==> src/logic/qpt_pkg.sv <==
// package for the quad prescaled down timers
// assumes one 200 MHz system clock and an AXI4-Lite register master
package qpt_pkg;

	// -----------------------------------------------------------------
	// register map, byte addresses
	// -----------------------------------------------------------------
	localparam logic [31:0] OFS_CTRL_A   = 32'h0000_0000; // timer_a_control
	localparam logic [31:0] OFS_CTRL_B   = 32'h0000_0004; // timer_b_control
	localparam logic [31:0] OFS_CTRL_CD  = 32'h0000_0008; // delay_timers_control
	localparam logic [31:0] OFS_DATA_A   = 32'h0000_000C; // timer_a_count_constant
	localparam logic [31:0] OFS_DATA_B   = 32'h0000_0010; // timer_b_count_constant
	localparam logic [31:0] OFS_DATA_C   = 32'h0000_0014; // timer_c_count_constant
	localparam logic [31:0] OFS_DATA_D   = 32'h0000_0018; // timer_d_count_constant
	localparam logic [31:0] OFS_EDGE_POL = 32'h0000_001C; // edge_polarity_register

	// -----------------------------------------------------------------
	// field layout
	// -----------------------------------------------------------------
	localparam int          CTRL_OUT_RESET_BIT = 4;  // output reset in A/B ctrl
	localparam int          CD_BAUD_SHARE_BIT  = 7;  // both baud clocks from C
	localparam int          CD_C_LSB           = 4;  // timer C code position
	localparam int          CD_D_LSB           = 0;  // timer D code position
	localparam logic [7:0]  COUNT_ONE          = 8'h01;
	localparam logic [7:0]  COUNT_STEP         = 8'h01;
	localparam logic [3:0]  CTRL_RESET         = 4'h0;
	localparam logic [7:0]  CD_RESET           = 8'h00;
	localparam logic [1:0]  POL_RESET          = 2'h0;
	localparam logic [1:0]  RESP_OKAY          = 2'h0;
	localparam logic [1:0]  RESP_DECERR        = 2'h3;

	// -----------------------------------------------------------------
	// modes and the code to mode and divide mapping
	// -----------------------------------------------------------------
	typedef enum logic [1:0] {
		MODE_STOP  = 2'h0,
		MODE_DELAY = 2'h1,
		MODE_EVENT = 2'h2,
		MODE_PWM   = 2'h3
	} qpt_mode_type;

	typedef qpt_mode_type [15:0]   qpt_mode_map_type;  // per 4-bit code
	typedef logic [7:0][7:0]       qpt_div_table_type; // by code[2:0]

	localparam qpt_mode_map_type MODE_MAP_DEFAULT = {
		{7{MODE_PWM}}, MODE_EVENT, {7{MODE_DELAY}}, MODE_STOP};
	localparam qpt_div_table_type DIV_TABLE_DEFAULT = {
		8'hC8, 8'h64, 8'h40, 8'h32, 8'h10, 8'h0A, 8'h04, 8'h01};

	// -----------------------------------------------------------------
	// AXI4-Lite carriers
	// -----------------------------------------------------------------
	typedef struct packed {
		logic        awvalid;
		logic [31:0] awaddr;
		logic        wvalid;
		logic [31:0] wdata;
		logic [3:0]  wstrb;
		logic        bready;
		logic        arvalid;
		logic [31:0] araddr;
		logic        rready;
	} qpt_axi_req_type;

	typedef struct packed {
		logic        awready;
		logic        wready;
		logic        bvalid;
		logic [1:0]  bresp;
		logic        arready;
		logic        rvalid;
		logic [31:0] rdata;
		logic [1:0]  rresp;
	} qpt_axi_rsp_type;

endpackage : qpt_pkg

==> src/logic/qpt_timers.sv <==
// four prescaled 8-bit down timers with an AXI4-Lite register slave
// assumes clk_sys at 200 MHz; timer oscillator and aux pins are async
//
// Operation
// RULE1 - four timers, A/B full modes, C/D delay
// RULE2 - C/D outputs serve as serial baud clocks
// RULE3 - one shared timer clock from oscillator pin
// RULE4 - each timer output toggles on time-out
// RULE5 - stopped: counter holds, prescaler residue dropped
// RULE6 - delay mode: prescaler pulses every N clocks
// RULE7 - each count pulse decrements the counter
// RULE8 - at 01 next pulse reloads, signals time-out
// RULE9 - time-out pulses go to interrupt channel
// RULE10 - output holds level until next time-out
// RULE11 - 8-bit down counter, readable anytime
// RULE12 - read returns value captured before read
// RULE13 - stopped write loads constant and counter
// RULE14 - running write loads constant only
// RULE15 - host avoids writing running timer at 01
// RULE16 - constant 01 times out every pulse
// RULE17 - constant 00 gives 256 pulses per time-out
// RULE18 - unused A/B control bits read zero
// RULE19 - control picks mode, data reads/writes count
// RULE20 - aux inputs: event source, pulse-width gate
// RULE21 - pulse-width: run only while aux active
// RULE22 - event mode: aux active edge counts once
// RULE23 - reset drives outputs low, keeps counts
// RULE24 - output reset bit holds output low; code only clears the output on that write, the bit is not stored
// RULE25 - code to mode/divide mapping is parameter
//
// Implementation choices: the AXI4-Lite register port and the register addresses.
module qpt_timers #(
	parameter qpt_pkg::qpt_mode_map_type  MODE_MAP  =
		qpt_pkg::MODE_MAP_DEFAULT,            // code to mode
	parameter qpt_pkg::qpt_div_table_type DIV_TABLE =
		qpt_pkg::DIV_TABLE_DEFAULT            // code[2:0] to divide
) (
	input  wire logic                     clk_sys,     // system clock
	input  wire logic                     nrst,        // async reset, low
	input  wire qpt_pkg::qpt_axi_req_type axiReq,      // bus master side
	output      qpt_pkg::qpt_axi_rsp_type axiRsp,      // bus slave side
	input  wire logic                     timerOscIn,  // timer clock pin
	output      logic                     timerOscOut, // oscillator drive
	input  wire logic                     timerAAuxIn, // timer A aux pin
	input  wire logic                     timerBAuxIn, // timer B aux pin
	output      logic [3:0]               timerOut,    // time-out outputs
	output      logic [3:0]               timeoutPulse,// to irq channels
	output      logic                     txBaudClk,   // serial tx clock
	output      logic                     rxBaudClk    // serial rx clock
);

	// -----------------------------------------------------------------
	// state
	// -----------------------------------------------------------------
	typedef struct packed {
		logic [2:0]      oscSync;   // sync pair plus previous
		logic [1:0][2:0] auxSync;   // per aux pin: sync pair plus previous
		logic [3:0]      ctrlA;
		logic [3:0]      ctrlB;
		logic [7:0]      ctrlCD;
		logic [1:0]      edgePol;
		logic [3:0][7:0] presc;
		logic [3:0][7:0] cnt;
		logic [3:0][7:0] tconst;
		logic [3:0][7:0] hold;      // read holding registers
		logic [3:0]      tOut;
		logic [3:0]      tPulse;
		logic            txClk;
		logic            rxClk;
		logic            oscOut;
		logic            awHeld;
		logic [31:0]     awAddr;
		logic            wHeld;
		logic [7:0]      wData;
		logic            wLane0;
		logic            awready;
		logic            wready;
		logic            bvalid;
		logic [1:0]      bresp;
		logic            arready;
		logic            rvalid;
		logic [31:0]     rdata;
		logic [1:0]      rresp;
	} qpt_state_type;

	qpt_state_type state_q;
	qpt_state_type state_d;
	logic [1:0]    rstSync_q;
	logic          rstN;

	// -----------------------------------------------------------------
	// reset release through two flip-flops
	// -----------------------------------------------------------------
	always_ff @(posedge clk_sys or negedge nrst) begin
		if (!nrst) begin
			rstSync_q <= 2'h0;
		end else begin
			rstSync_q <= {rstSync_q[0], 1'b1};
		end
	end
	assign rstN = rstSync_q[1];

	// -----------------------------------------------------------------
	// next state
	// -----------------------------------------------------------------
	always_comb begin
		logic                 oscTick;
		logic                 doWrite;
		logic                 wrOk;
		logic [7:0]           rdByte;
		logic                 rdOk;
		logic [3:0]           code;
		qpt_pkg::qpt_mode_type mode;
		logic [7:0]           divide;
		logic                 auxLvl;
		logic                 auxPrev;
		logic                 countPulse;
		logic                 dataWr;
		logic [7:0]           nextPresc;
		oscTick    = 1'b0;
		doWrite    = 1'b0;
		wrOk       = 1'b0;
		rdByte     = 8'h00;
		rdOk       = 1'b0;
		code       = 4'h0;
		mode       = qpt_pkg::MODE_STOP;
		divide     = 8'h01;
		auxLvl     = 1'b0;
		auxPrev    = 1'b0;
		countPulse = 1'b0;
		dataWr     = 1'b0;
		nextPresc  = 8'h00;
		state_d    = state_q;

		// pin synchronisers; the timer clock edge is a one-cycle tick
		state_d.oscSync = {state_q.oscSync[1:0], timerOscIn}; // see RULE3
		state_d.auxSync[0] = {state_q.auxSync[0][1:0], timerAAuxIn};
		state_d.auxSync[1] = {state_q.auxSync[1][1:0], timerBAuxIn};
		oscTick = state_q.oscSync[1] & ~state_q.oscSync[2]; // see RULE3
		state_d.oscOut = ~state_q.oscSync[1];

		// write channel: address and data taken in either order
		if (axiReq.awvalid && state_q.awready) begin
			state_d.awHeld = 1'b1;
			state_d.awAddr = axiReq.awaddr;
		end
		if (axiReq.wvalid && state_q.wready) begin
			state_d.wHeld  = 1'b1;
			state_d.wData  = axiReq.wdata[7:0];
			state_d.wLane0 = axiReq.wstrb[0];
		end
		if (state_q.bvalid && axiReq.bready) begin
			state_d.bvalid = 1'b0;
		end
		doWrite = state_q.awHeld && state_q.wHeld && !state_q.bvalid;
		if (doWrite) begin
			state_d.awHeld = 1'b0;
			state_d.wHeld  = 1'b0;
			state_d.bvalid = 1'b1;
			wrOk = (state_q.awAddr == qpt_pkg::OFS_CTRL_A)
				|| (state_q.awAddr == qpt_pkg::OFS_CTRL_B)
				|| (state_q.awAddr == qpt_pkg::OFS_CTRL_CD)
				|| (state_q.awAddr == qpt_pkg::OFS_DATA_A)
				|| (state_q.awAddr == qpt_pkg::OFS_DATA_B)
				|| (state_q.awAddr == qpt_pkg::OFS_DATA_C)
				|| (state_q.awAddr == qpt_pkg::OFS_DATA_D)
				|| (state_q.awAddr == qpt_pkg::OFS_EDGE_POL);
			state_d.bresp = wrOk ? qpt_pkg::RESP_OKAY
				: qpt_pkg::RESP_DECERR;
		end
		state_d.awready = !state_d.awHeld && !state_d.bvalid;
		state_d.wready  = !state_d.wHeld && !state_d.bvalid;

		// control register writes; upper A/B bits are not stored
		if (doWrite && state_q.wLane0) begin
			case (state_q.awAddr)
				qpt_pkg::OFS_CTRL_A: begin
					state_d.ctrlA = state_q.wData[3:0]; // see RULE19
				end
				qpt_pkg::OFS_CTRL_B: begin
					state_d.ctrlB = state_q.wData[3:0]; // see RULE19
				end
				qpt_pkg::OFS_CTRL_CD: begin
					state_d.ctrlCD = state_q.wData;
				end
				qpt_pkg::OFS_EDGE_POL: begin
					state_d.edgePol = state_q.wData[1:0];
				end
				default: begin
				end
			endcase
		end

		// per-timer prescaler, counter and output
		for (int i = 0; i < 4; i++) begin
			if (i < 2) begin
				code   = (i == 0) ? state_q.ctrlA : state_q.ctrlB;
				mode   = MODE_MAP[code];            // see RULE25 RULE1
				auxLvl = state_q.auxSync[i][1];
				auxPrev = state_q.auxSync[i][2];
			end else begin
				code = {1'b0, (i == 2)
					? state_q.ctrlCD[qpt_pkg::CD_C_LSB +: 3]
					: state_q.ctrlCD[qpt_pkg::CD_D_LSB +: 3]};
				mode = (code == 4'h0) ? qpt_pkg::MODE_STOP
					: qpt_pkg::MODE_DELAY;          // see RULE1
				auxLvl  = 1'b0;
				auxPrev = 1'b0;
			end
			divide     = DIV_TABLE[code[2:0]];
			countPulse = 1'b0;
			nextPresc  = state_q.presc[i] + qpt_pkg::COUNT_STEP;
			case (mode)
				qpt_pkg::MODE_DELAY: begin
					if (oscTick) begin              // see RULE6
						if (nextPresc >= divide) begin
							countPulse = 1'b1;
							state_d.presc[i] = 8'h00;
						end else begin
							state_d.presc[i] = nextPresc;
						end
					end
				end
				qpt_pkg::MODE_PWM: begin
					// gated by aux level matching polarity; else halted
					if (oscTick && auxLvl == state_q.edgePol[i]) begin
						if (nextPresc >= divide) begin // see RULE21 RULE20
							countPulse = 1'b1;
							state_d.presc[i] = 8'h00;
						end else begin
							state_d.presc[i] = nextPresc;
						end
					end
				end
				qpt_pkg::MODE_EVENT: begin
					state_d.presc[i] = 8'h00;       // prescaler bypassed
					countPulse = (auxLvl != auxPrev)
						&& (auxLvl == state_q.edgePol[i]); // see RULE22 RULE20
				end
				default: begin
					state_d.presc[i] = 8'h00;       // see RULE5
				end
			endcase

			// count pulse: decrement, or reload and time out at 01
			state_d.tPulse[i] = 1'b0;
			if (countPulse) begin
				if (state_q.cnt[i] == qpt_pkg::COUNT_ONE) begin
					state_d.cnt[i] = state_q.tconst[i]; // see RULE8 RULE16
					state_d.tPulse[i] = 1'b1;          // see RULE9
					state_d.tOut[i] = ~state_q.tOut[i]; // see RULE4 RULE10
				end else begin
					// 00 wraps to FF, giving 256 pulses per time-out
					state_d.cnt[i] = state_q.cnt[i]
						- qpt_pkg::COUNT_STEP;     // see RULE7 RULE17
				end
			end

			// data register write
			case (i)
				0: dataWr = state_q.awAddr == qpt_pkg::OFS_DATA_A;
				1: dataWr = state_q.awAddr == qpt_pkg::OFS_DATA_B;
				2: dataWr = state_q.awAddr == qpt_pkg::OFS_DATA_C;
				default: dataWr = state_q.awAddr == qpt_pkg::OFS_DATA_D;
			endcase
			if (doWrite && state_q.wLane0 && dataWr) begin
				state_d.tconst[i] = state_q.wData;  // see RULE14 RULE19
				if (mode == qpt_pkg::MODE_STOP) begin
					state_d.cnt[i] = state_q.wData;  // see RULE13 RULE5
				end
			end

			// output reset bit forces the A/B output low for the write
			if (i < 2 && doWrite && state_q.wLane0
					&& state_q.wData[qpt_pkg::CTRL_OUT_RESET_BIT]
					&& state_q.awAddr == ((i == 0) ? qpt_pkg::OFS_CTRL_A
						: qpt_pkg::OFS_CTRL_B)) begin
				state_d.tOut[i] = 1'b0;             // see RULE24
			end

			// holding register captures the live count every cycle
			state_d.hold[i] = state_q.cnt[i];       // see RULE12 RULE11
		end

		// baud clocks from the delay timers
		state_d.txClk = state_d.tOut[2];            // see RULE2
		state_d.rxClk = state_q.ctrlCD[qpt_pkg::CD_BAUD_SHARE_BIT]
			? state_d.tOut[2] : state_d.tOut[3];    // see RULE2

		// read channel: data registers return the held capture
		if (state_q.rvalid && axiReq.rready) begin
			state_d.rvalid = 1'b0;
		end
		if (axiReq.arvalid && state_q.arready) begin
			rdOk = 1'b1;
			case (axiReq.araddr)
				qpt_pkg::OFS_CTRL_A:   rdByte = {4'h0, state_q.ctrlA};
				qpt_pkg::OFS_CTRL_B:   rdByte = {4'h0, state_q.ctrlB};
				qpt_pkg::OFS_CTRL_CD:  rdByte = state_q.ctrlCD;
				qpt_pkg::OFS_DATA_A:   rdByte = state_q.hold[0];
				qpt_pkg::OFS_DATA_B:   rdByte = state_q.hold[1];
				qpt_pkg::OFS_DATA_C:   rdByte = state_q.hold[2];
				qpt_pkg::OFS_DATA_D:   rdByte = state_q.hold[3];
				qpt_pkg::OFS_EDGE_POL: rdByte = {6'h00, state_q.edgePol};
				default: begin
					rdOk   = 1'b0;
					rdByte = 8'h00;
				end
			endcase
			state_d.rvalid = 1'b1;
			state_d.rdata  = {24'h00_0000, rdByte}; // see RULE18
			state_d.rresp  = rdOk ? qpt_pkg::RESP_OKAY
				: qpt_pkg::RESP_DECERR;
		end
		state_d.arready = !state_d.rvalid;
	end

	// -----------------------------------------------------------------
	// state register; counts and constants survive reset
	// -----------------------------------------------------------------
	always_ff @(posedge clk_sys or negedge rstN) begin
		if (!rstN) begin
			state_q.oscSync <= 3'h0;
			state_q.auxSync <= 6'h00;
			state_q.ctrlA   <= qpt_pkg::CTRL_RESET;
			state_q.ctrlB   <= qpt_pkg::CTRL_RESET;
			state_q.ctrlCD  <= qpt_pkg::CD_RESET;
			state_q.edgePol <= qpt_pkg::POL_RESET;
			state_q.presc   <= 32'h0000_0000;
			state_q.tOut    <= 4'h0;                // see RULE23
			state_q.tPulse  <= 4'h0;
			state_q.txClk   <= 1'b0;
			state_q.rxClk   <= 1'b0;
			state_q.oscOut  <= 1'b0;
			state_q.awHeld  <= 1'b0;
			state_q.awAddr  <= 32'h0000_0000;
			state_q.wHeld   <= 1'b0;
			state_q.wData   <= 8'h00;
			state_q.wLane0  <= 1'b0;
			state_q.awready <= 1'b0;
			state_q.wready  <= 1'b0;
			state_q.bvalid  <= 1'b0;
			state_q.bresp   <= qpt_pkg::RESP_OKAY;
			state_q.arready <= 1'b0;
			state_q.rvalid  <= 1'b0;
			state_q.rdata   <= 32'h0000_0000;
			state_q.rresp   <= qpt_pkg::RESP_OKAY;
		end else begin
			state_q <= state_d;
		end
	end

	// -----------------------------------------------------------------
	// outputs
	// -----------------------------------------------------------------
	assign axiRsp.awready = state_q.awready;
	assign axiRsp.wready  = state_q.wready;
	assign axiRsp.bvalid  = state_q.bvalid;
	assign axiRsp.bresp   = state_q.bresp;
	assign axiRsp.arready = state_q.arready;
	assign axiRsp.rvalid  = state_q.rvalid;
	assign axiRsp.rdata   = state_q.rdata;
	assign axiRsp.rresp   = state_q.rresp;
	assign timerOscOut    = state_q.oscOut;
	assign timerOut       = state_q.tOut;
	assign timeoutPulse   = state_q.tPulse;
	assign txBaudClk      = state_q.txClk;
	assign rxBaudClk      = state_q.rxClk;

endmodule : qpt_timers

==> config.mk <==
export PLATFORM = sky130hd
export DESIGN_NAME = qpt_timers
export DESIGN_NICKNAME = d
export VERILOG_FILES = /design/src/logic/qpt_pkg.sv /design/src/logic/qpt_timers.sv
export SDC_FILE = /design/constraint.sdc
export NUM_CORES = 1
export LEC_CHECK = 0
export BUFFER_PORTS_ARGS = -buffer_cell sky130_fd_sc_hd__buf_2
export CORE_ASPECT_RATIO = 1.2
export CORE_MARGIN = 4
export CORE_UTILIZATION = 35
export CTS_CLUSTER_SIZE = 16
export DETAILED_ROUTE_END_ITERATION = 6
export PLACE_DENSITY = 0.53
export SETUP_SLACK_MARGIN = 0.2
export SYNTH_ARGS = -nofsm -noshare
export SYNTH_HDL_FRONTEND = slang
export SYNTH_SLANG_ARGS = --single-unit
==> constraint.sdc <==
create_clock -name clk_sys -period 13.5 [get_ports clk_sys]
set_input_delay 1.35 -clock clk_sys [delete_from_list [all_inputs] [get_ports clk_sys]]
set_output_delay 1.35 -clock clk_sys [all_outputs]
set_load 0.05 [all_outputs]
==> summary.md, run 1 <==
| Metric | Value |
|---|---|
| Status | `completed` |
| Worst reg2reg path startpoint | `state_q[226]` |
| CP peak stage delay | `850 ps` |
| Max clock buf depth | `3` |
| DPL Wire Length | `approximately 19 mm` |
| Initial antenna violation count | `1` |
| Area grow syn2layout | `13.0%` |
| Gr usage total | `0.146` |
| Largest net degree at the start of global routing | `a little under 60` |
| Top_reg_cell synth | `dfrtp_1` |
| Die H | `209 um` |
| IO Pins | `162` |
| Crit end category | `flip-flop` |
| Hold slack | `roughly 300 ps` |
| Sequential area share after synthesis | `0.519` |
| Critical path peak fanout | `12` |
| First-pass GRT wire length | `43.7 mm` |
| Non-filler cells, final | `1627` |
| Die ar. | `0.0367 mm^2` |
| PwrDens | `138 mW/mm^2` |
| Layout cell share with drive strength beyond 1 | `0.201` |
| Final nets | `1313` |
| Worst vdd ir | `112 uV` |
| Total CTS buffers | `25` |
| DRC violations left | `0` |
| Tmin final | `3390 ps` |
| CTS clk-pin slew, worst paths | `60 ps` |
| Hold crit path type | `reg2async` |
| Netlist Area Pre-Place | `0.0118 mm^2` |
| Final hold violation count | `0` |
| Fmax | `295 MHz` |
| Commonest non-fill, non-tap cell in the layout | `dfrtp_1` |
| Crit path arrival time | `3670 ps` |
| Final Max Slew Viols | `0` |
| Worst Tran Pin Value | `1040 ps` |
| Gr ovfl total | `0` |
| RSZ-0062 raised after global routing | `no` |
| Reg2reg setup slack | `10110 ps` |
| CTS tree | `done` |
| Starting density of the core | `0.355` |
| Clock Tree Root | `clkbuf_16` |
| Leak | `~5.7 nW` |
| Routed Antenna Nets | `0` |
| Reg2Reg Depth | `7` |
| CP required | `13780 ps` |
| # placed instances | `1582` |
| Most frequent cells in the layout | `dfrtp_1, buf_2, nand2_1` |
| H-tree levels | `1` |
| N_diodes | `0` |
| CTS Hold Bufs | `0` |
| CTS resizes | `0` |
| Num rows | `73` |
| Power, Total | `0.00184 W` |
| Layout fillers | `3235` |
| DR iter-0 viols | `387` |
| CP Class | `reg2reg` |
| Worst R2R End | `state_d[125]` |
| Critical Path Start | `state_q[226]` |
| Vias in the first global route | `8201` |
| IO Port Bufs | `110` |
| Synth Area per Inst | `about 11 um^2` |
| Slew HR | `0.305` |
| Clock Skews | `around 17 ps` |
| Post-detailed-route wirelength per cell | `approximately 17 um` |
| Core box area | `between 0.03 and 0.04 mm^2` |
| Crit path to | `state_d[125]` |
| Worst setup SP type | `flip-flop` |
| Post-Syn Instances | `1077` |
| CTS sink count | `225` |
| Critical Path, Cell by Cell | `nor3_1 > ha_1 > o21ai_0 > a211o_1 > a21oi_1 > mux2i_1 > mux2_2` |
| EDFF count, synth | `96` |
| Total Wirelength | `26.9 mm` |
| Post-route clock period utilization | `0.251` |
| Via count | `about 8000` |
| Via density | `approximately 5` |
| Number of setup buffers added after CTS | `0` |
| Global placement routability congestion | `between 0.7 and 0.8` |
| Netlist cell types | `between 60 and 70` |
| Slowest stage cell, crit path | `a21oi_1` |
| Worst skew pair latency | `between 500 and 600 ps` |
| Setup violators final | `0` |
| Yosys warning count | `0` |
| Max capacitance violation total | `0` |
| Die width | `176 um` |
| Setup TNS | `0 ps` |
| Pre-antenna DRT Iters | `4` |
| Asr flop ratio synth | `0.573` |
| Synthesized flop and latch total | `225` |
cells in the mapped netlist, types with 3 or more instances:
cell type	n	area [um^2]
and2_1	3	18.8
mux2i_1	16	160
nand4_1	8	50.1
nand3b_1	3	22.5
nor2b_1	10	62.6
o211ai_1	3	22.5
inv_1	28	105
nor3_1	15	75.1
o21ai_1	4	20.0
nor4_1	19	119
a21o_1	11	82.6
a211o_1	4	35.0
o31ai_1	5	37.5
nor3b_1	5	37.5
mux2_2	69	777
nor2_1	85	319
o21bai_1	4	30.0
xnor2_1	14	123
dfrtp_1	129	3230
and3_1	11	68.8
and3b_1	4	35.0
buf_2	7	35.0
xor2_1	18	158
buf_1	4	15.0
a21oi_1	54	270
mux4_2	5	113
edfxtp_1	96	2880
nand2_1	108	405
a22o_1	17	149
nand2b_1	38	238
or3_1	7	43.8
o21a_1	6	45.0
a32o_1	5	50.1
buf_4	50	375
nand3_1	30	150
o21ai_0	59	295
a31oi_1	14	87.6
o22ai_1	4	25.0
ha_1	44	551
clkbuf_1	21	78.8
layout make-up:
cell class | count | area (um^2) | share of cell area
inverter | 28 | 105 | 0.00789
sequential | 225 | 6110 | 0.459
multi-input combinational | 764 | 5140 | 0.386
tap | 450 | 563 | 0.0423
clock inverter | 12 | 110 | 0.00827
timing repair buffer | 115 | 588 | 0.0442
clock buffer | 33 | 687 | 0.0516
through the flow:
step / setup WS (ps) / util / area [um^2]
after floorplan: 7790 / - / 11900
after global placement: 10100 / 0.377 / 12500
after detailed placement: 10060 / 0.377 / 12500
after CTS: 10060 / 0.402 / 13300
after global routing: 9790 / 0.402 / 13300
final: 10110 / 0.402 / 13300
power by group:
| part | internal, W | switching (W) |
|---|---|---|
| clock network | 0.000395 | 0.000275 |
| logic | 0.000102 | 0.000131 |
| registers | 0.000818 | 0.000117 |
| total | 0.00131 | 0.000523 |
flip-flops by register name, indices dropped and copies added (netlist names):
name / flops
timeoutPulse: 4
timerOut: 4
rstSync_q: 2
rxBaudClk: 1
state_d: 38
state_q: 160
axiRsp: 15
timerOscOut: 1
critical path: cells and delay by family, from the launching register on:
kind | cells | cell delay (ps)
adders and majority gates | 1 | 220
muxes | 2 | 440
and+or+nand+nor | 1 | 700
DFF | 1 | 510
AOI/OAI and AO/OA | 3 | 1270
kinds of logic after synthesis:
logic type               after synthesis  synth area share
other                                  2          0.000637
flip-flops                           225             0.519
multiplexers                          91            0.0900
buffers and inverters                111            0.0521
adder cells (fa/ha/maj)               44            0.0467
AND/OR/NAND/NOR                      360             0.153
AO/OA/AOI/OAI                        212             0.115
XOR/XNOR                              32            0.0238
how the worst min path moves through the flow:
stage | from | endpoint | depth (start not counted)
after floorplan | rstSync_q[0] | rstSync_q[1] | 0
after global placement | rstSync_q[1] | state_q[41] | 0
after detailed placement | rstSync_q[1] | state_q[41] | 0
after CTS | rstSync_q[1] | state_q[41] | 0
after global routing | state_d[242] | state_d[243] | 0
final | rstSync_q[1] | state_q[54] | 0
metal layers:
layer	vias up	wire, um	GRT usage
met1	3963	11900	0.193
met4	2	457	0.0368
met2	207	12700	0.246
met5	-	12	0
met3	28	1830	0.0304
li1	4006	-	-
Power figures use the tool's default switching activity.
==> inputs of run 2 (changes only) <==
--- a/config.mk
+++ b/config.mk
@@ -11,7 +11,7 @@
 export CORE_UTILIZATION = 35
 export CTS_CLUSTER_SIZE = 16
 export DETAILED_ROUTE_END_ITERATION = 6
-export PLACE_DENSITY = 0.53
+export PLACE_DENSITY = 0.55
 export SETUP_SLACK_MARGIN = 0.2
 export SYNTH_ARGS = -nofsm -noshare
 export SYNTH_HDL_FRONTEND = slang
==> constraint.sdc (replaced) <==
create_clock -name clk_sys -period 2.7 [get_ports clk_sys]
set_input_delay 0.27 -clock clk_sys [delete_from_list [all_inputs] [get_ports clk_sys]]
set_output_delay 0.27 -clock clk_sys [all_outputs]
set_load 0.05 [all_outputs]
==> run 2 against run 1 <==
The flow now finishes with violations (setup timing). Clock skew shrank 6.0 ps. Clock power grew to 5.2 times the previous value. Highest routed layer is now met4. Sequential power grew to 5.1 times the previous value.
==> summary.md, run 2 (synthesis gave the netlist of run 1 again) <==
| Metric | Value |
|---|---|
| Final worst slack | `-169 ps (-10280 ps)` |
| Routed Antenna Nets | `0 (unchanged)` |
| Clock power frac | `0.369 (+0.005)` |
| Reg2Reg Depth | `12 (+5)` |
| IO Pins | `162 (unchanged)` |
| Biggest register | `state_q` |
| Pre-antenna DRT Iters | `5 (+1)` |
| CTS clk-pin slew, worst paths | `60 ps (about the same)` |
| Global placement routability congestion | `0.851 (+6.4%)` |
| Crit end category | `flip-flop` |
| Critical Path, Cell by Cell | `ha_2 > buf_6 > xor2_4 > ha_4 > a211o_1 > a31oi_4 > o221ai_4 > a21boi_2 > buf_12 > buf_4 > o32ai_1 > mux2_2` |
| # placed instances | `1654 (+4.6%)` |
| Critical path peak fanout | `7 (-5)` |
| CP Class | `reg2reg` |
| CP peak stage delay | `410 ps (-440 ps)` |
| Fmax | `349 MHz (+18%)` |
| Die width | `176 um (unchanged)` |
| Worst setup SP type | `flip-flop` |
| DRC violations left | `0 (unchanged)` |
| Worst Tran Pin Value | `791 ps (-252 ps)` |
| Leak | `6.74 nW (+18%)` |
| Slowest stage cell, crit path | `dfrtp_1` |
| Hold crit path type | `in2async` |
| Reg power frac | `0.497 (-0.012)` |
| Place WS | `-125 ps (-10180 ps)` |
| Worst vdd ir | `620 uV (+460%)` |
| IO Port Bufs | `110 (unchanged)` |
| Worst R2R End | `state_d[107]` |
| Comb pwr share | `0.134 (+0.007)` |
| Initial antenna violation count | `0 (-1)` |
| Critical Path Start | `state_q[199]` |
| CTS sink count | `225 (unchanged)` |
| Total CTS buffers | `26 (+4.0%)` |
| Hold slack | `79.9 ps (-222 ps)` |
| PwrDens | `603 mW/mm^2 (+340%)` |
| Reg2reg setup slack | `-170 ps (-10280 ps)` |
| Setup violators final | `9 (+9)` |
| Max capacitance violation total | `0 (unchanged)` |
| DR iter-0 viols | `600 (+55%)` |
| Post-route clock period utilization | `1.06 (+0.811)` |
| Internal power | `0.00679 W (+420%)` |
| Status | `finished with violations` |
| Die H | `209 um (unchanged)` |
| DPL Wire Length | `21.1 mm (+9.3%)` |
| Failing checks | `setup timing` |
| Largest net degree at the start of global routing | `66 (+14%)` |
| Die ar. | `0.0367 mm^2 (unchanged)` |
| Worst reg2reg path startpoint | `state_q[199]` |
| Core box area | `0.0332 mm^2 (unchanged)` |
| Via density | `5.02 (-0.54%)` |
| Final hold violation count | `0 (unchanged)` |
| Number of flip-flops under the largest register name | `160 (unchanged)` |
| RSZ-0062 raised after global routing | `yes` |
| Max clock buf depth | `3 (unchanged)` |
| Post-detailed-route wirelength per cell | `17.1 um (+3.4%)` |
| H-tree levels | `1 (unchanged)` |
| Area grow syn2layout | `33.8%` |
| Total Wirelength | `30.7 mm (+14%)` |
| Crit path arrival time | `3140 ps (-530 ps)` |
| Starting density of the core | `0.355 (unchanged)` |
| Worst skew pair latency | `530 ps (about the same)` |
| CTS tree | `done` |
| Clock Skews | `10.9 ps (-5.97 ps)` |
| NetSw | `0.00272 W (+420%)` |
| Final Max Slew Viols | `0 (unchanged)` |
| First-pass GRT wire length | `47.6 mm (+8.8%)` |
| Commonest non-fill, non-tap cell in the layout | `dfrtp_1` |
| Final nets | `1478 (+13%)` |
| Vias in the first global route | `8837 (+7.8%)` |
| Gr usage total | `0.160 (+0.0138)` |
| Tmin final | `2870 ps (-522 ps)` |
| CP required | `2970 ps (-10810 ps)` |
| Gr ovfl total | `0 (unchanged)` |
| N_diodes | `0 (unchanged)` |
| Clock Tree Root | `clkbuf_16` |
| Switch share | `0.286 (+0.00131)` |
| Non-filler cells, final | `1794 (+10%)` |
| Slew HR | `0.473 (+0.168)` |
| Most frequent cells in the layout | `dfrtp_1, buf_2, nand2_1` |
| Layout cell share with drive strength beyond 1 | `0.354 (+0.154)` |
| Via count | `8999 (+9.7%)` |
| Num rows | `73 (unchanged)` |
## run 2: what timing repair did
item                       4_1_cts  5_1_grt
gates resized for setup         77      104
hold buffers                    49        0
gates cloned                     1        1
pin swaps                       49       58
setup endpoints to repair       50       70
setup buffers                   21       20
hold endpoints to repair        51        0
## run 2: final cells by class
| class | count | area (um^2) |
|---|---|---|
| repair buffers | 279 | 2130 |
| inverters | 28 | 105 |
| well taps | 450 | 563 |
| flip-flops and latches | 225 | 6130 |
| clock inverters | 6 | 55.1 |
| clock buffers | 42 | 803 |
| multi-input cells | 764 | 5980 |
| fillers | 2979 | 17400 |
## run 2: per-stage QoR
stage	utilization	setup TNS, ps	area, um^2	power [W]
floorplan	-	0	12000	0.00548
global placement	0.399	-342	13200	0.00596
detailed placement	0.399	-588	13200	0.00600
CTS	0.454	-448	15000	0.00961
global route	0.476	-2410	15800	0.00995
finish	0.476	-889	15800	0.00951
## run 2: worst max-delay path, delay by kind of cell (launching register included)
family | cells | cell delay [ps]
fa+ha+maj | 2 | 460
flops | 1 | 410
mux | 1 | 260
compound gates | 5 | 920
buf+inv | 3 | 390
xor+xnor | 1 | 180
## run 2: power by group through the flow
| stage | Sequential (W) | Clock (W) | Combinational [W] |
|---|---|---|---|
| 4_1_cts | 0.00472 | 0.00360 | 0.00128 |
| 6_report | 0.00473 | 0.00350 | 0.00128 |
| 2_1_floorplan | 0.00446 | 0 | 0.00102 |
| 5_1_grt | 0.00480 | 0.00375 | 0.00140 |
| 3_3_place_gp | 0.00477 | 0 | 0.00120 |
| 3_5_place_dp | 0.00478 | 0 | 0.00122 |
## run 2: how the worst max path moves through the flow
stage | to | slack [ps]
6_report | state_d[107] | -170
5_1_grt | state_d[108] | -250
4_1_cts | state_d[109] | -110
3_5_place_dp | state_d[109] | -120
3_3_place_gp | state_d[109] | -110
2_1_floorplan | state_q[135] | 60
## run 2: per-layer routing
metal  part of all wire  vias up  global-route usage
met5                  0        -                   0
met4              0.020        0              0.0414
met3              0.058       47              0.0306
met2               0.49      256               0.275
met1               0.43     4350               0.207
li1                   -     4346                   -
